## config.mk

```make
export PLATFORM = sky130hd
export DESIGN_NAME = pllc_top
export DESIGN_NICKNAME = d
export VERILOG_FILES = /design/src/common/pllc_pkg.sv /design/src/verilog/pllc_top.sv /design/src/verilog/pllc_post_div.sv /design/src/verilog/pllc_lock_timer.sv
export SDC_FILE = /design/constraint.sdc
export NUM_CORES = 1
export LEC_CHECK = 0
export BUFFER_PORTS_ARGS = -buffer_cell sky130_fd_sc_hd__buf_2
export CORE_ASPECT_RATIO = 1.5
export CORE_MARGIN = 4
export CORE_UTILIZATION = 38
export DETAILED_ROUTE_END_ITERATION = 7
export GPL_TIMING_DRIVEN = 0
export SETUP_SLACK_MARGIN = 0.1
export SLEW_MARGIN = 20
export SYNTH_ARGS = -nofsm -noshare
export SYNTH_HDL_FRONTEND = slang
export SYNTH_HIERARCHICAL = 1
export SYNTH_SLANG_ARGS = --single-unit
```

## constraint.sdc

```tcl
create_clock -name clk -period 3.7 [get_ports clk]
set_input_delay 0.74 -clock clk [delete_from_list [all_inputs] [get_ports clk]]
set_output_delay 0.74 -clock clk [all_outputs]
set_load 0.1 [all_outputs]
```

## src/common/pllc_pkg.sv

```systemverilog
// Package of the PLL clock controller: register map, field positions,
// reset values, timing counts and the carrier types.
// Assumes a 50 MHz controller clock and an APB register port.
package pllc_pkg;
  localparam logic [31:0] ADDR_PID  = 32'h4100_0000;
  localparam logic [31:0] ADDR_CSR  = 32'h4100_0100;
  localparam logic [31:0] ADDR_MULT = 32'h4100_0110;
  localparam logic [31:0] ADDR_DIV0 = 32'h4100_0114;
  localparam logic [31:0] ADDR_DIV1 = 32'h4100_0118;
  localparam logic [31:0] ADDR_DIV2 = 32'h4100_011C;
  localparam logic [31:0] ADDR_DIV3 = 32'h4100_0120;
  localparam logic [31:0] ADDR_CMD  = 32'h4100_0138;
  localparam logic [31:0] ADDR_STAT = 32'h4100_013C;
  localparam logic [31:0] ADDR_ALN  = 32'h4100_0140;
  localparam logic [31:0] ADDR_CLOCK_ENABLE_CONTROL = 32'h4100_0148;
  localparam logic [31:0] ADDR_CKST = 32'h4100_014C;
  localparam logic [31:0] ADDR_SYST = 32'h4100_0150;

  // Identification value is arbitrary.
  localparam logic [31:0] PID_VALUE = 32'h0001_0203;

  localparam int CSR_EN_BIT   = 0;
  localparam int CSR_RST_BIT  = 3;
  localparam int CSR_LOCK_BIT = 6;
  localparam int CMD_GO_BIT   = 0;
  localparam int CMD_CLR_BIT  = 1;
  localparam int ST_BUSY_BIT  = 0;
  localparam int ST_LOCK_BIT  = 1;
  localparam int ST_MERR_BIT  = 2;
  localparam int ST_RERR_BIT  = 3;
  localparam int ST_SERR_BIT  = 4;

  localparam int RATIO_W = 5;
  localparam int MULT_W  = 5;
  localparam logic [MULT_W-1:0]  MULT_RESET  = 5'h0d;
  localparam logic [MULT_W-1:0]  MULT_MIN    = 5'h04;
  localparam logic [MULT_W-1:0]  MULT_MAX    = 5'h19;
  localparam logic [RATIO_W-1:0] PRE_RESET   = 5'h00;
  localparam logic [RATIO_W-1:0] CORE_RESET  = 5'h00;
  localparam logic [RATIO_W-1:0] PERI_RESET  = 5'h01;
  localparam logic [RATIO_W-1:0] MEM_RESET   = 5'h02;
  localparam logic [2:0]         ALN_RESET   = 3'h0;
  localparam logic [2:0]         CLOCK_ENABLE_CONTROL_RESET  = 3'h7;

  localparam int  CLK_MHZ          = 50;
  localparam int  RESET_MIN_NS     = 125;
  localparam int  RESET_MIN_CYCLES = (RESET_MIN_NS * CLK_MHZ + 999) / 1000;
  localparam real LOCK_TIME_US     = 187.5;
  localparam int  LOCK_CYCLES      = int'($ceil(LOCK_TIME_US * CLK_MHZ));

  typedef struct packed {
    logic memory;
    logic periph;
    logic core;
  } pllc_sysclk_type;

  typedef struct packed {
    logic [RATIO_W-1:0] memory;
    logic [RATIO_W-1:0] periph;
    logic [RATIO_W-1:0] core;
  } pllc_ratio_type;
endpackage : pllc_pkg

```

## src/verilog/pllc_top.sv

```systemverilog
// PLL clock controller: APB register file, lock supervision, pending
// post-dividers applied by the go command, and system clock enables.
// Assumes the controller clock stands in for the multiplied output;
// the analog loop itself lives outside this block.
//
// Register access over APB is this design's own decision.
`timescale 1ns/100ps

module pllc_top #(
  parameter int LOCK_CYCLES = pllc_pkg::LOCK_CYCLES
) (
  input  wire logic               clk,
  input  wire logic               reset_n,
  input  wire logic               psel,
  input  wire logic               penable,
  input  wire logic               pwrite,
  input  wire logic [31:0]        paddr,
  input  wire logic [31:0]        pwdata,
  output logic [31:0]             prdata,
  output logic                    pready,
  output logic                    pslverr,
  output logic                    loop_reset_ctl,
  output logic                    loop_path_enable,
  output logic [4:0]              multiplier_factor,
  output logic [4:0]              pre_divider,
  output pllc_pkg::pllc_sysclk_type sys_clk_en
);
  localparam int RW = pllc_pkg::RATIO_W;

  // Peripheral ratio must be exactly two, three or four core periods.
  function automatic logic ratio_ok(input logic [RW-1:0] c, input logic [RW-1:0] p);
    logic [7:0] cn;
    logic [7:0] pn;
    cn = 8'(c) + 8'h01;
    pn = 8'(p) + 8'h01;
    return (pn == 8'(cn * 2)) || (pn == 8'(cn * 3)) || (pn == 8'(cn * 4));
  endfunction : ratio_ok

  logic [31:0]              prdata_r;
  logic                     pready_r;
  logic                     pslverr_r;
  logic                     rst_ctl_r;
  logic                     enable_r;
  logic [4:0]               mult_r;
  logic [RW-1:0]            pre_r;
  pllc_pkg::pllc_ratio_type pend_r;
  pllc_pkg::pllc_ratio_type act_r;
  logic [2:0]               aln_r;
  logic [2:0]               clock_enable_control_r;
  logic                     go_pend_r;
  logic                     merr_r;
  logic                     rerr_r;
  logic                     serr_r;
  logic [3:0]               rst_cnt_r;
  logic                     applied_r;
  pllc_pkg::pllc_sysclk_type sys_r;
  pllc_pkg::pllc_sysclk_type tick;
  logic                     lock_done;

  // Bus decode.
  wire setup   = psel && !penable;
  wire wr_acc  = psel && penable && pready_r && pwrite;
  wire hit_pid  = (paddr == pllc_pkg::ADDR_PID);
  wire hit_csr  = (paddr == pllc_pkg::ADDR_CSR);
  wire hit_mult = (paddr == pllc_pkg::ADDR_MULT);
  wire hit_div0 = (paddr == pllc_pkg::ADDR_DIV0);
  wire hit_div1 = (paddr == pllc_pkg::ADDR_DIV1);
  wire hit_div2 = (paddr == pllc_pkg::ADDR_DIV2);
  wire hit_div3 = (paddr == pllc_pkg::ADDR_DIV3);
  wire hit_cmd  = (paddr == pllc_pkg::ADDR_CMD);
  wire hit_stat = (paddr == pllc_pkg::ADDR_STAT);
  wire hit_aln  = (paddr == pllc_pkg::ADDR_ALN);
  wire hit_clock_enable_control = (paddr == pllc_pkg::ADDR_CLOCK_ENABLE_CONTROL);
  wire hit_ckst = (paddr == pllc_pkg::ADDR_CKST);
  wire hit_syst = (paddr == pllc_pkg::ADDR_SYST);
  wire mapped  = hit_pid | hit_csr | hit_mult | hit_div0 | hit_div1 | hit_div2 |
                 hit_div3 | hit_cmd | hit_stat | hit_aln | hit_clock_enable_control | hit_ckst | hit_syst;

  // Write strobes and their side effects.
  wire [4:0] mult_wr   = pwdata[4:0];
  wire mult_in_range  = (mult_wr >= pllc_pkg::MULT_MIN) && (mult_wr <= pllc_pkg::MULT_MAX);
  wire wr_csr   = wr_acc && hit_csr;
  wire wr_mult  = wr_acc && hit_mult && mult_in_range;
  wire bad_mult = wr_acc && hit_mult && !mult_in_range;
  wire wr_div0  = wr_acc && hit_div0;
  wire wr_cmd   = wr_acc && hit_cmd;
  wire go_req   = wr_cmd && pwdata[pllc_pkg::CMD_GO_BIT];
  wire clr_err  = wr_cmd && pwdata[pllc_pkg::CMD_CLR_BIT];
  wire rst_next = wr_csr ? pwdata[pllc_pkg::CSR_RST_BIT] : rst_ctl_r;
  wire rst_fall = rst_ctl_r && !rst_next;
  wire rst_short = rst_fall && ((32'(rst_cnt_r) + 32'd1) < pllc_pkg::RESET_MIN_CYCLES);
  wire lock_start = wr_mult || wr_div0 || rst_fall;
  wire apply     = go_pend_r && tick.core;
  wire pend_good = ratio_ok(pend_r.core, pend_r.periph);
  wire align_all = (aln_r == 3'h7);

  // Status words.
  wire [31:0] csr_rd = {25'h000_0000, lock_done, 2'h0, rst_ctl_r, 2'h0, enable_r};
  wire [31:0] stat_rd = {27'h000_0000, serr_r, rerr_r, merr_r, lock_done, go_pend_r};
  wire [31:0] rd_mux =
      hit_pid  ? pllc_pkg::PID_VALUE :
      hit_csr  ? csr_rd :
      hit_mult ? {27'h000_0000, mult_r} :
      hit_div0 ? {27'h000_0000, pre_r} :
      hit_div1 ? {27'h000_0000, pend_r.core} :
      hit_div2 ? {27'h000_0000, pend_r.periph} :
      hit_div3 ? {27'h000_0000, pend_r.memory} :
      hit_stat ? stat_rd :
      hit_aln  ? {29'h0000_0000, aln_r} :
      hit_clock_enable_control ? {29'h0000_0000, clock_enable_control_r} :
      hit_ckst ? {29'h0000_0000, sys_r} :
      hit_syst ? {17'h0_0000, act_r} : 32'h0000_0000;

  // Enables: bypass runs every cycle, loop path follows the ticks.
  wire [2:0] src_en = enable_r ? tick : 3'h7;
  wire [2:0] restart = apply ? (align_all ? 3'h7 : aln_r) : 3'h0;

  // APB answer is prepared in the setup cycle, so access takes one cycle.
  always_ff @(posedge clk or negedge reset_n) begin
    if (!reset_n) begin
      prdata_r  <= 32'h0000_0000;
      pready_r  <= 1'b0;
      pslverr_r <= 1'b0;
    end else begin
      prdata_r  <= (setup && !pwrite) ? rd_mux : 32'h0000_0000;
      pready_r  <= setup;
      pslverr_r <= setup && !mapped;
    end
  end

  // Loop control: starts in reset and bypassed.
  always_ff @(posedge clk or negedge reset_n) begin
    if (!reset_n) begin
      rst_ctl_r <= 1'b1;
      enable_r  <= 1'b0;
      rst_cnt_r <= 4'h0;
    end else begin
      rst_ctl_r <= rst_next;
      enable_r  <= wr_csr ? pwdata[pllc_pkg::CSR_EN_BIT] : enable_r;
      rst_cnt_r <= !rst_ctl_r ? 4'h0 : (rst_cnt_r == 4'hf) ? rst_cnt_r : rst_cnt_r + 4'h1;
    end
  end

  // Multiplier refuses factors outside its range and flags the attempt.
  always_ff @(posedge clk or negedge reset_n) begin
    if (!reset_n) begin
      mult_r <= pllc_pkg::MULT_RESET;
      pre_r  <= pllc_pkg::PRE_RESET;
    end else begin
      mult_r <= wr_mult ? mult_wr : mult_r;
      pre_r  <= wr_div0 ? pwdata[RW-1:0] : pre_r;
    end
  end

  // New post-divider values wait here until go is honoured.
  always_ff @(posedge clk or negedge reset_n) begin
    if (!reset_n) begin
      pend_r <= {pllc_pkg::MEM_RESET, pllc_pkg::PERI_RESET, pllc_pkg::CORE_RESET};
      act_r  <= {pllc_pkg::MEM_RESET, pllc_pkg::PERI_RESET, pllc_pkg::CORE_RESET};
    end else begin
      pend_r.core   <= (wr_acc && hit_div1) ? pwdata[RW-1:0] : pend_r.core;
      pend_r.periph <= (wr_acc && hit_div2) ? pwdata[RW-1:0] : pend_r.periph;
      pend_r.memory <= (wr_acc && hit_div3) ? pwdata[RW-1:0] : pend_r.memory;
      act_r <= (apply && pend_good) ? pend_r : act_r;
    end
  end

  // Go waits for a core boundary; error flags are sticky, set beats clear.
  always_ff @(posedge clk or negedge reset_n) begin
    if (!reset_n) begin
      go_pend_r <= 1'b0;
      merr_r    <= 1'b0;
      rerr_r    <= 1'b0;
      serr_r    <= 1'b0;
      applied_r <= 1'b0;
    end else begin
      go_pend_r <= go_req || (go_pend_r && !tick.core);
      merr_r    <= bad_mult || (merr_r && !clr_err);
      rerr_r    <= (apply && !pend_good) || (rerr_r && !clr_err);
      serr_r    <= rst_short || (serr_r && !clr_err);
      applied_r <= applied_r || (apply && pend_good);
    end
  end

  // Registers and outputs.
  always_ff @(posedge clk or negedge reset_n) begin
    if (!reset_n) begin
      aln_r  <= pllc_pkg::ALN_RESET;
      clock_enable_control_r <= pllc_pkg::CLOCK_ENABLE_CONTROL_RESET;
      sys_r  <= 3'h0;
    end else begin
      aln_r  <= (wr_acc && hit_aln) ? pwdata[2:0] : aln_r;
      clock_enable_control_r <= (wr_acc && hit_clock_enable_control) ? pwdata[2:0] : clock_enable_control_r;
      sys_r  <= src_en & clock_enable_control_r;
    end
  end

  pllc_post_div #(.W(RW)) u_core (
    .clk     (clk),
    .reset_n (reset_n),
    .ratio   (act_r.core),
    .restart (restart[0]),
    .tick_r  (tick.core)
  );

  pllc_post_div #(.W(RW)) u_periph (
    .clk     (clk),
    .reset_n (reset_n),
    .ratio   (act_r.periph),
    .restart (restart[1]),
    .tick_r  (tick.periph)
  );

  pllc_post_div #(.W(RW)) u_memory (
    .clk     (clk),
    .reset_n (reset_n),
    .ratio   (act_r.memory),
    .restart (restart[2]),
    .tick_r  (tick.memory)
  );

  // Lock status only tells software when the wait has passed.
  pllc_lock_timer #(.COUNT(LOCK_CYCLES), .W(16)) u_lock (
    .clk     (clk),
    .reset_n (reset_n),
    .start   (lock_start),
    .done_r  (lock_done)
  );

  assign prdata            = prdata_r;
  assign pready            = pready_r;
  assign pslverr           = pslverr_r;
  assign loop_reset_ctl    = rst_ctl_r;
  assign loop_path_enable  = enable_r;
  assign multiplier_factor = mult_r;
  assign pre_divider       = pre_r;
  assign sys_clk_en        = sys_r;

  a_mult_range: assert property (@(posedge clk) disable iff (!reset_n)
    (mult_r >= pllc_pkg::MULT_MIN) && (mult_r <= pllc_pkg::MULT_MAX))
    else $error("Multiplier left its allowed range.");

  a_mult_refuse: assert property (@(posedge clk) disable iff (!reset_n)
    bad_mult |=> (mult_r == $past(mult_r)) && merr_r)
    else $error("Out of range multiplier was not refused.");

  a_core_default: assert property (@(posedge clk) disable iff (!reset_n)
    !applied_r |-> (act_r.core == pllc_pkg::CORE_RESET))
    else $error("Core ratio is not one before the first go.");

  a_periph_default: assert property (@(posedge clk) disable iff (!reset_n)
    !applied_r |-> (act_r.periph == pllc_pkg::PERI_RESET))
    else $error("Peripheral ratio is not two before the first go.");

  a_mem_default: assert property (@(posedge clk) disable iff (!reset_n)
    !applied_r |-> (act_r.memory == pllc_pkg::MEM_RESET))
    else $error("Memory ratio is not three before the first go.");

  a_periph_ratio: assert property (@(posedge clk) disable iff (!reset_n)
    $changed(act_r) |-> ratio_ok(act_r.core, act_r.periph))
    else $error("Applied peripheral ratio is not a core multiple.");

  a_go_boundary: assert property (@(posedge clk) disable iff (!reset_n)
    $changed(act_r) |-> $past(go_pend_r) && $past(tick.core))
    else $error("Dividers changed without go on a core boundary.");

  a_go_bounded: assert property (@(posedge clk) disable iff (!reset_n)
    go_req && !go_pend_r |=> ##[0:33] !go_pend_r)
    else $error("Go stayed pending past one core period.");

  a_bypass_start: assert property (@(posedge clk) disable iff (!reset_n)
    $past(reset_n) && !enable_r && !$past(enable_r) |-> sys_r == $past(clock_enable_control_r))
    else $error("Bypass does not pass the reference through.");

  a_lock_wait: assert property (@(posedge clk) disable iff (!reset_n)
    lock_start |=> !lock_done [*8])
    else $error("Lock status rose too soon after a change.");

  a_reset_short: assert property (@(posedge clk) disable iff (!reset_n)
    rst_short |=> serr_r)
    else $error("Short loop reset was not flagged.");

  a_reset_loop: assert property (@(posedge clk) disable iff (!reset_n)
    !$past(reset_n) |-> rst_ctl_r && !enable_r)
    else $error("Loop does not start held and bypassed.");

  a_reset_mult: assert property (@(posedge clk) disable iff (!reset_n)
    !$past(reset_n) |-> (mult_r == pllc_pkg::MULT_RESET))
    else $error("Multiplier does not start at thirteen.");

  a_mult_accept: assert property (@(posedge clk) disable iff (!reset_n)
    wr_mult |=> (mult_r == $past(mult_wr)))
    else $error("In range multiplier was not taken.");

  a_merr_sticky: assert property (@(posedge clk) disable iff (!reset_n)
    merr_r && !clr_err |=> merr_r)
    else $error("Multiplier error flag dropped without clear.");

  a_rerr_sticky: assert property (@(posedge clk) disable iff (!reset_n)
    rerr_r && !clr_err |=> rerr_r)
    else $error("Ratio error flag dropped without clear.");

  a_serr_sticky: assert property (@(posedge clk) disable iff (!reset_n)
    serr_r && !clr_err |=> serr_r)
    else $error("Short reset flag dropped without clear.");

  a_ratio_refuse: assert property (@(posedge clk) disable iff (!reset_n)
    apply && !pend_good |=> rerr_r && (act_r == $past(act_r)))
    else $error("Bad peripheral ratio was not refused.");

  a_apply_all: assert property (@(posedge clk) disable iff (!reset_n)
    apply && pend_good |=> (act_r == $past(pend_r)))
    else $error("Pending ratios were not applied together.");

  a_pending_hold: assert property (@(posedge clk) disable iff (!reset_n)
    !(apply && pend_good) |=> (act_r == $past(act_r)))
    else $error("Active ratios changed without an accepted go.");

  a_go_taken: assert property (@(posedge clk) disable iff (!reset_n)
    go_req |=> go_pend_r)
    else $error("Go command was not marked pending.");

  a_go_clears: assert property (@(posedge clk) disable iff (!reset_n)
    apply && !go_req |=> !go_pend_r)
    else $error("Go stayed pending after the core boundary.");

  a_align_restart: assert property (@(posedge clk) disable iff (!reset_n)
    apply && align_all |=> !tick.core && !tick.periph && !tick.memory)
    else $error("Aligned apply did not restart all dividers.");
endmodule : pllc_top

```

## src/verilog/pllc_post_div.sv

```systemverilog
// One post-divider: emits a one-cycle tick every (ratio + 1) cycles.
// Assumes the ratio only changes together with a restart pulse.
`timescale 1ns/100ps
module pllc_post_div #(
  parameter int W = 5
) (
  input  wire logic         clk,
  input  wire logic         reset_n,
  input  wire logic [W-1:0] ratio,
  input  wire logic         restart,
  output logic              tick_r
);
  logic [W-1:0] cnt_r;
  wire          at_end = (cnt_r >= ratio);

  always_ff @(posedge clk or negedge reset_n) begin
    if (!reset_n) begin
      cnt_r  <= '0;
      tick_r <= 1'b0;
    end else begin
      cnt_r  <= (restart || at_end) ? '0 : cnt_r + 1'b1;
      tick_r <= !restart && at_end;
    end
  end
endmodule : pllc_post_div

```

## src/verilog/pllc_lock_timer.sv

```systemverilog
// Lock wait timer: done falls on start and rises COUNT cycles later.
// Assumes start is a one-cycle pulse; a new start restarts the wait.
`timescale 1ns/100ps
module pllc_lock_timer #(
  parameter int COUNT = 9375,
  parameter int W     = 16
) (
  input  wire logic clk,
  input  wire logic reset_n,
  input  wire logic start,
  output logic      done_r
);
  logic [W-1:0] cnt_r;

  always_ff @(posedge clk or negedge reset_n) begin
    if (!reset_n) begin
      cnt_r  <= '0;
      done_r <= 1'b0;
    end else if (start) begin
      cnt_r  <= W'(COUNT - 1);
      done_r <= 1'b0;
    end else if (!done_r) begin
      cnt_r  <= cnt_r - 1'b1;
      done_r <= (cnt_r == '0);
    end
  end
endmodule : pllc_lock_timer

```

==> flow_summary.ini <==
[run_status]
status = complete, no violations

[die]
die_w_um = 113
initial_utilization = 0.389
core_area_um2 = 16300
dieHeight_um = 166
dieArea_um2 = 18800
rows = 57
ios = 118

[synthesis]
ys_types = 71
synthXorXnorAreaFrac = 0.0538
synth-simple-area-share = 0.184
muxShareOfSynthArea = 0.0978
synth_seq_cells = 112
synth_edf_count = 0
synth_ff_type = dfrtp_1
async_reset_ff_frac = 1.00
yosys_warnings = 6
synth_compound_area_frac = 0.106
syn_area_per_cell_um2 = 10.5
syn-cell-area_um2 = 6320
synth-seq-area-share = 0.446
synth_adder_area_share = 0.0625
synth_top_family_by_area = simple AND/OR/NAND/NOR gates
syn_inst = 602

[route]
num_vias = 4879
viasPerCell = 5.31
detail_route.drc_violations = 0
drtAntennaViolNets = 0
routed_wl_um = 16300
drt-initial-drc-count = 275
post_drt_wl_per_cell_um = 17.7
dr.pass1.iters = 5

[clocking]
cts-root-buf = clkbuf_16
clock_latency_ns = 0.36
numCtsBuffers = 9
clockBufferDepth = 2
clk_pin_slew_ns = 0.08
cts_sinks = 112
cts_tree = built
cts_max_level = 3
hold_buffers = 0

[worst_setup_path]
crit_arrival_ns = 3.68
required_ns = 3.94
critical_path_class = in2reg
r2r_start = pend_r[0]
worstSetupStartpointType = input port
end_kind = flop
critPathSlowestCell = or2_2
critPathLaunch = paddr[27]
slowest_delay_ns = 0.34
worstPathMaxFanout = 9
crit_top_cell = nand4_1
crit_chain = buf_2 > nor4_1 > nand4_1 > nor3_4 > nand3_2 > or2_2 > clkbuf_1 > nand3_4 > nand2b_1 > nand4_1 > o31a_1 > or3_1

[cells_and_area]
nets = 807
num_antenna_cells = 0
drive_gt1_frac = 0.298
num-fill-cells = 1535
area_delta_synth_final_pct = 18.4

[global_route]
grt_pass1_wl_um = 26400
antenna_found_initial = 0
grt_max_degree = 71
track_usage = 0.176
grt-ovfl-total = 0
grt_pass1_vias = 5148

[sta]
rsz0062_at_grt = yes
relSlewSlack = 0.373
whs_ns = 0.280
period_share = 0.928
finalWorstSetupSlack_ns = 0.266
finalClockSkew_ns = 0.00866
final-max-slew-violation-count = 0
fmax_mhz = 291
period_minus_slack_ns = 3.43
finalHoldViolations = 0
tightestPinTransition_ns = 0.933
setup_viol = 0

[power]
powerDensity_nw_per_um2 = 318
power.leakage_nw = 3.53
ir_worst_vdd_mv = 0.200
totalPowerFinal_w = 0.00238

[placement]
pre_cts_slack_ns = -0.802
gp_congestion = 0.925
portBuffers = 71
place.detailed.hpwl_um = 12700

[job]
cap_violations = 0

[worst_hold_path]
holdCritPathClass = in2async
==> per-layer routing <==
metal	global-route usage	vias up	share of wire
met5	0	-	0
met4	0.0811	0	0.033
met3	0.0215	34	0.032
met2	0.323	140	0.54
met1	0.199	2356	0.39
li1	-	2349	-
==> area by class of cell <==
type | instances | area [um2] | area share
tap | 206 | 258 | 0.0344
sequential | 112 | 2820 | 0.377
inverter | 32 | 120 | 0.0160
clock inverter | 7 | 72.6 | 0.00969
clock buffer | 9 | 225 | 0.0301
timing repair buffer | 79 | 442 | 0.0590
buffer | 30 | 204 | 0.0272
multi-input combinational | 443 | 3350 | 0.447
==> stage by stage <==
| stage | cells | cell area (um2) | util | TNS (ns) |
|---|---|---|---|---|
| 2_1_floorplan | 617 | 6380 | - | 0 |
| 3_3_place_gp | 894 | 6990 | 0.430 | -6.77 |
| 3_5_place_dp | 895 | 7020 | 0.432 | -6.99 |
| 4_1_cts | 914 | 7400 | 0.455 | 0 |
| 5_1_grt | 918 | 7490 | 0.460 | 0 |
| 6_report | 918 | 7490 | 0.460 | 0 |
==> Yosys cell counts, types with 11 or more instances <==
library cell / number / area share
and2_1: 11 / 0.011
nand3_1: 17 / 0.013
inv_1: 32 / 0.019
nor3_1: 24 / 0.019
dfstp_2: 11 / 0.046
xor2_1: 20 / 0.028
a21oi_1: 20 / 0.016
nor2_1: 42 / 0.025
buf_4: 16 / 0.019
ha_1: 30 / 0.059
nand2_1: 35 / 0.021
nor4_1: 13 / 0.013
dfrtp_1: 101 / 0.40
mux2_2: 38 / 0.068
xnor2_1: 17 / 0.024
==> registers in the layout, summed over array words and instances, names as in the netlist, 5 cells and up <==
signal / cells
u_lock/cnt_r: 16
pre_divider: 5
u_core/cnt_r: 5
u_periph/cnt_r: 5
act_r: 15
prdata: 16
multiplier_factor: 5
pend_r: 15
u_memory/cnt_r: 5
==> report_power, final <==
part	internal [W]	switching, W
Combinational	0.0000405	0.000142
Clock	0.000479	0.000492
Sequential	0.00122	0.000000411
==> repair_timing <==
item,CTS,global route
pin swaps,1,4
cloned,0,0
setup buffers,3,4
endpoints found under the setup margin,19,17
gates resized for setup,11,13
==> final timing paths <==
path                                           to  slack, ns  cells after the start
worst min-delay path              u_lock/cnt_r[8]       0.28                      1
max in group asynchronous                act_r[5]       2.71                      2
min in group clk                u_memory/cnt_r[0]       0.50                      1
worst max-delay path             u_lock/cnt_r[13]       0.27                     12
worst max register to register           act_r[8]       0.32                     13
worst min register to register  u_memory/cnt_r[0]       0.50                      1
==> kinds of logic (layout without fill, tap and decap cells) <==
family | after synthesis | after routing
compound gates | 94 | 94
xor+xnor | 38 | 38
fa+ha+maj | 31 | 31
buf+inv | 62 | 157
flops | 112 | 112
mux | 52 | 52
other cells | 1 | 16
simple gates | 212 | 212
==> critical path: cells and delay by family <==
kind | cells | cell delay [ns]
AND/OR/NAND/NOR | 9 | 2.29
AO/OA/AOI/OAI | 1 | 0.32
buffers and inverters | 2 | 0.32
==> cells in the final DEF, fill, tap and decap left out, drive strengths merged, types with 3 or more instances in the layout <==
cell type	n
a21o	7
o31ai	3
or3	6
buf	102
mux2	48
nor2b	7
or4	7
o21ai	14
nand3	18
and2	11
xor2	21
a21boi	3
or2	6
nor2	42
or3b	3
nor3	25
and3	10
nand2b	10
a2111oi	3
nor3b	5
xnor2	17
ha	30
a31oi	5
nand4	6
nor4b	5
nor4	14
dfrtp	101
a21oi	20
o22ai	7
a211oi	3
nand2	35
o211ai	4
clkbuf	16
conb	16
dfstp	11
a221oi	4
a22o	3
mux2i	4
inv	36
Note: power is estimated with default switching activity, not from simulation.
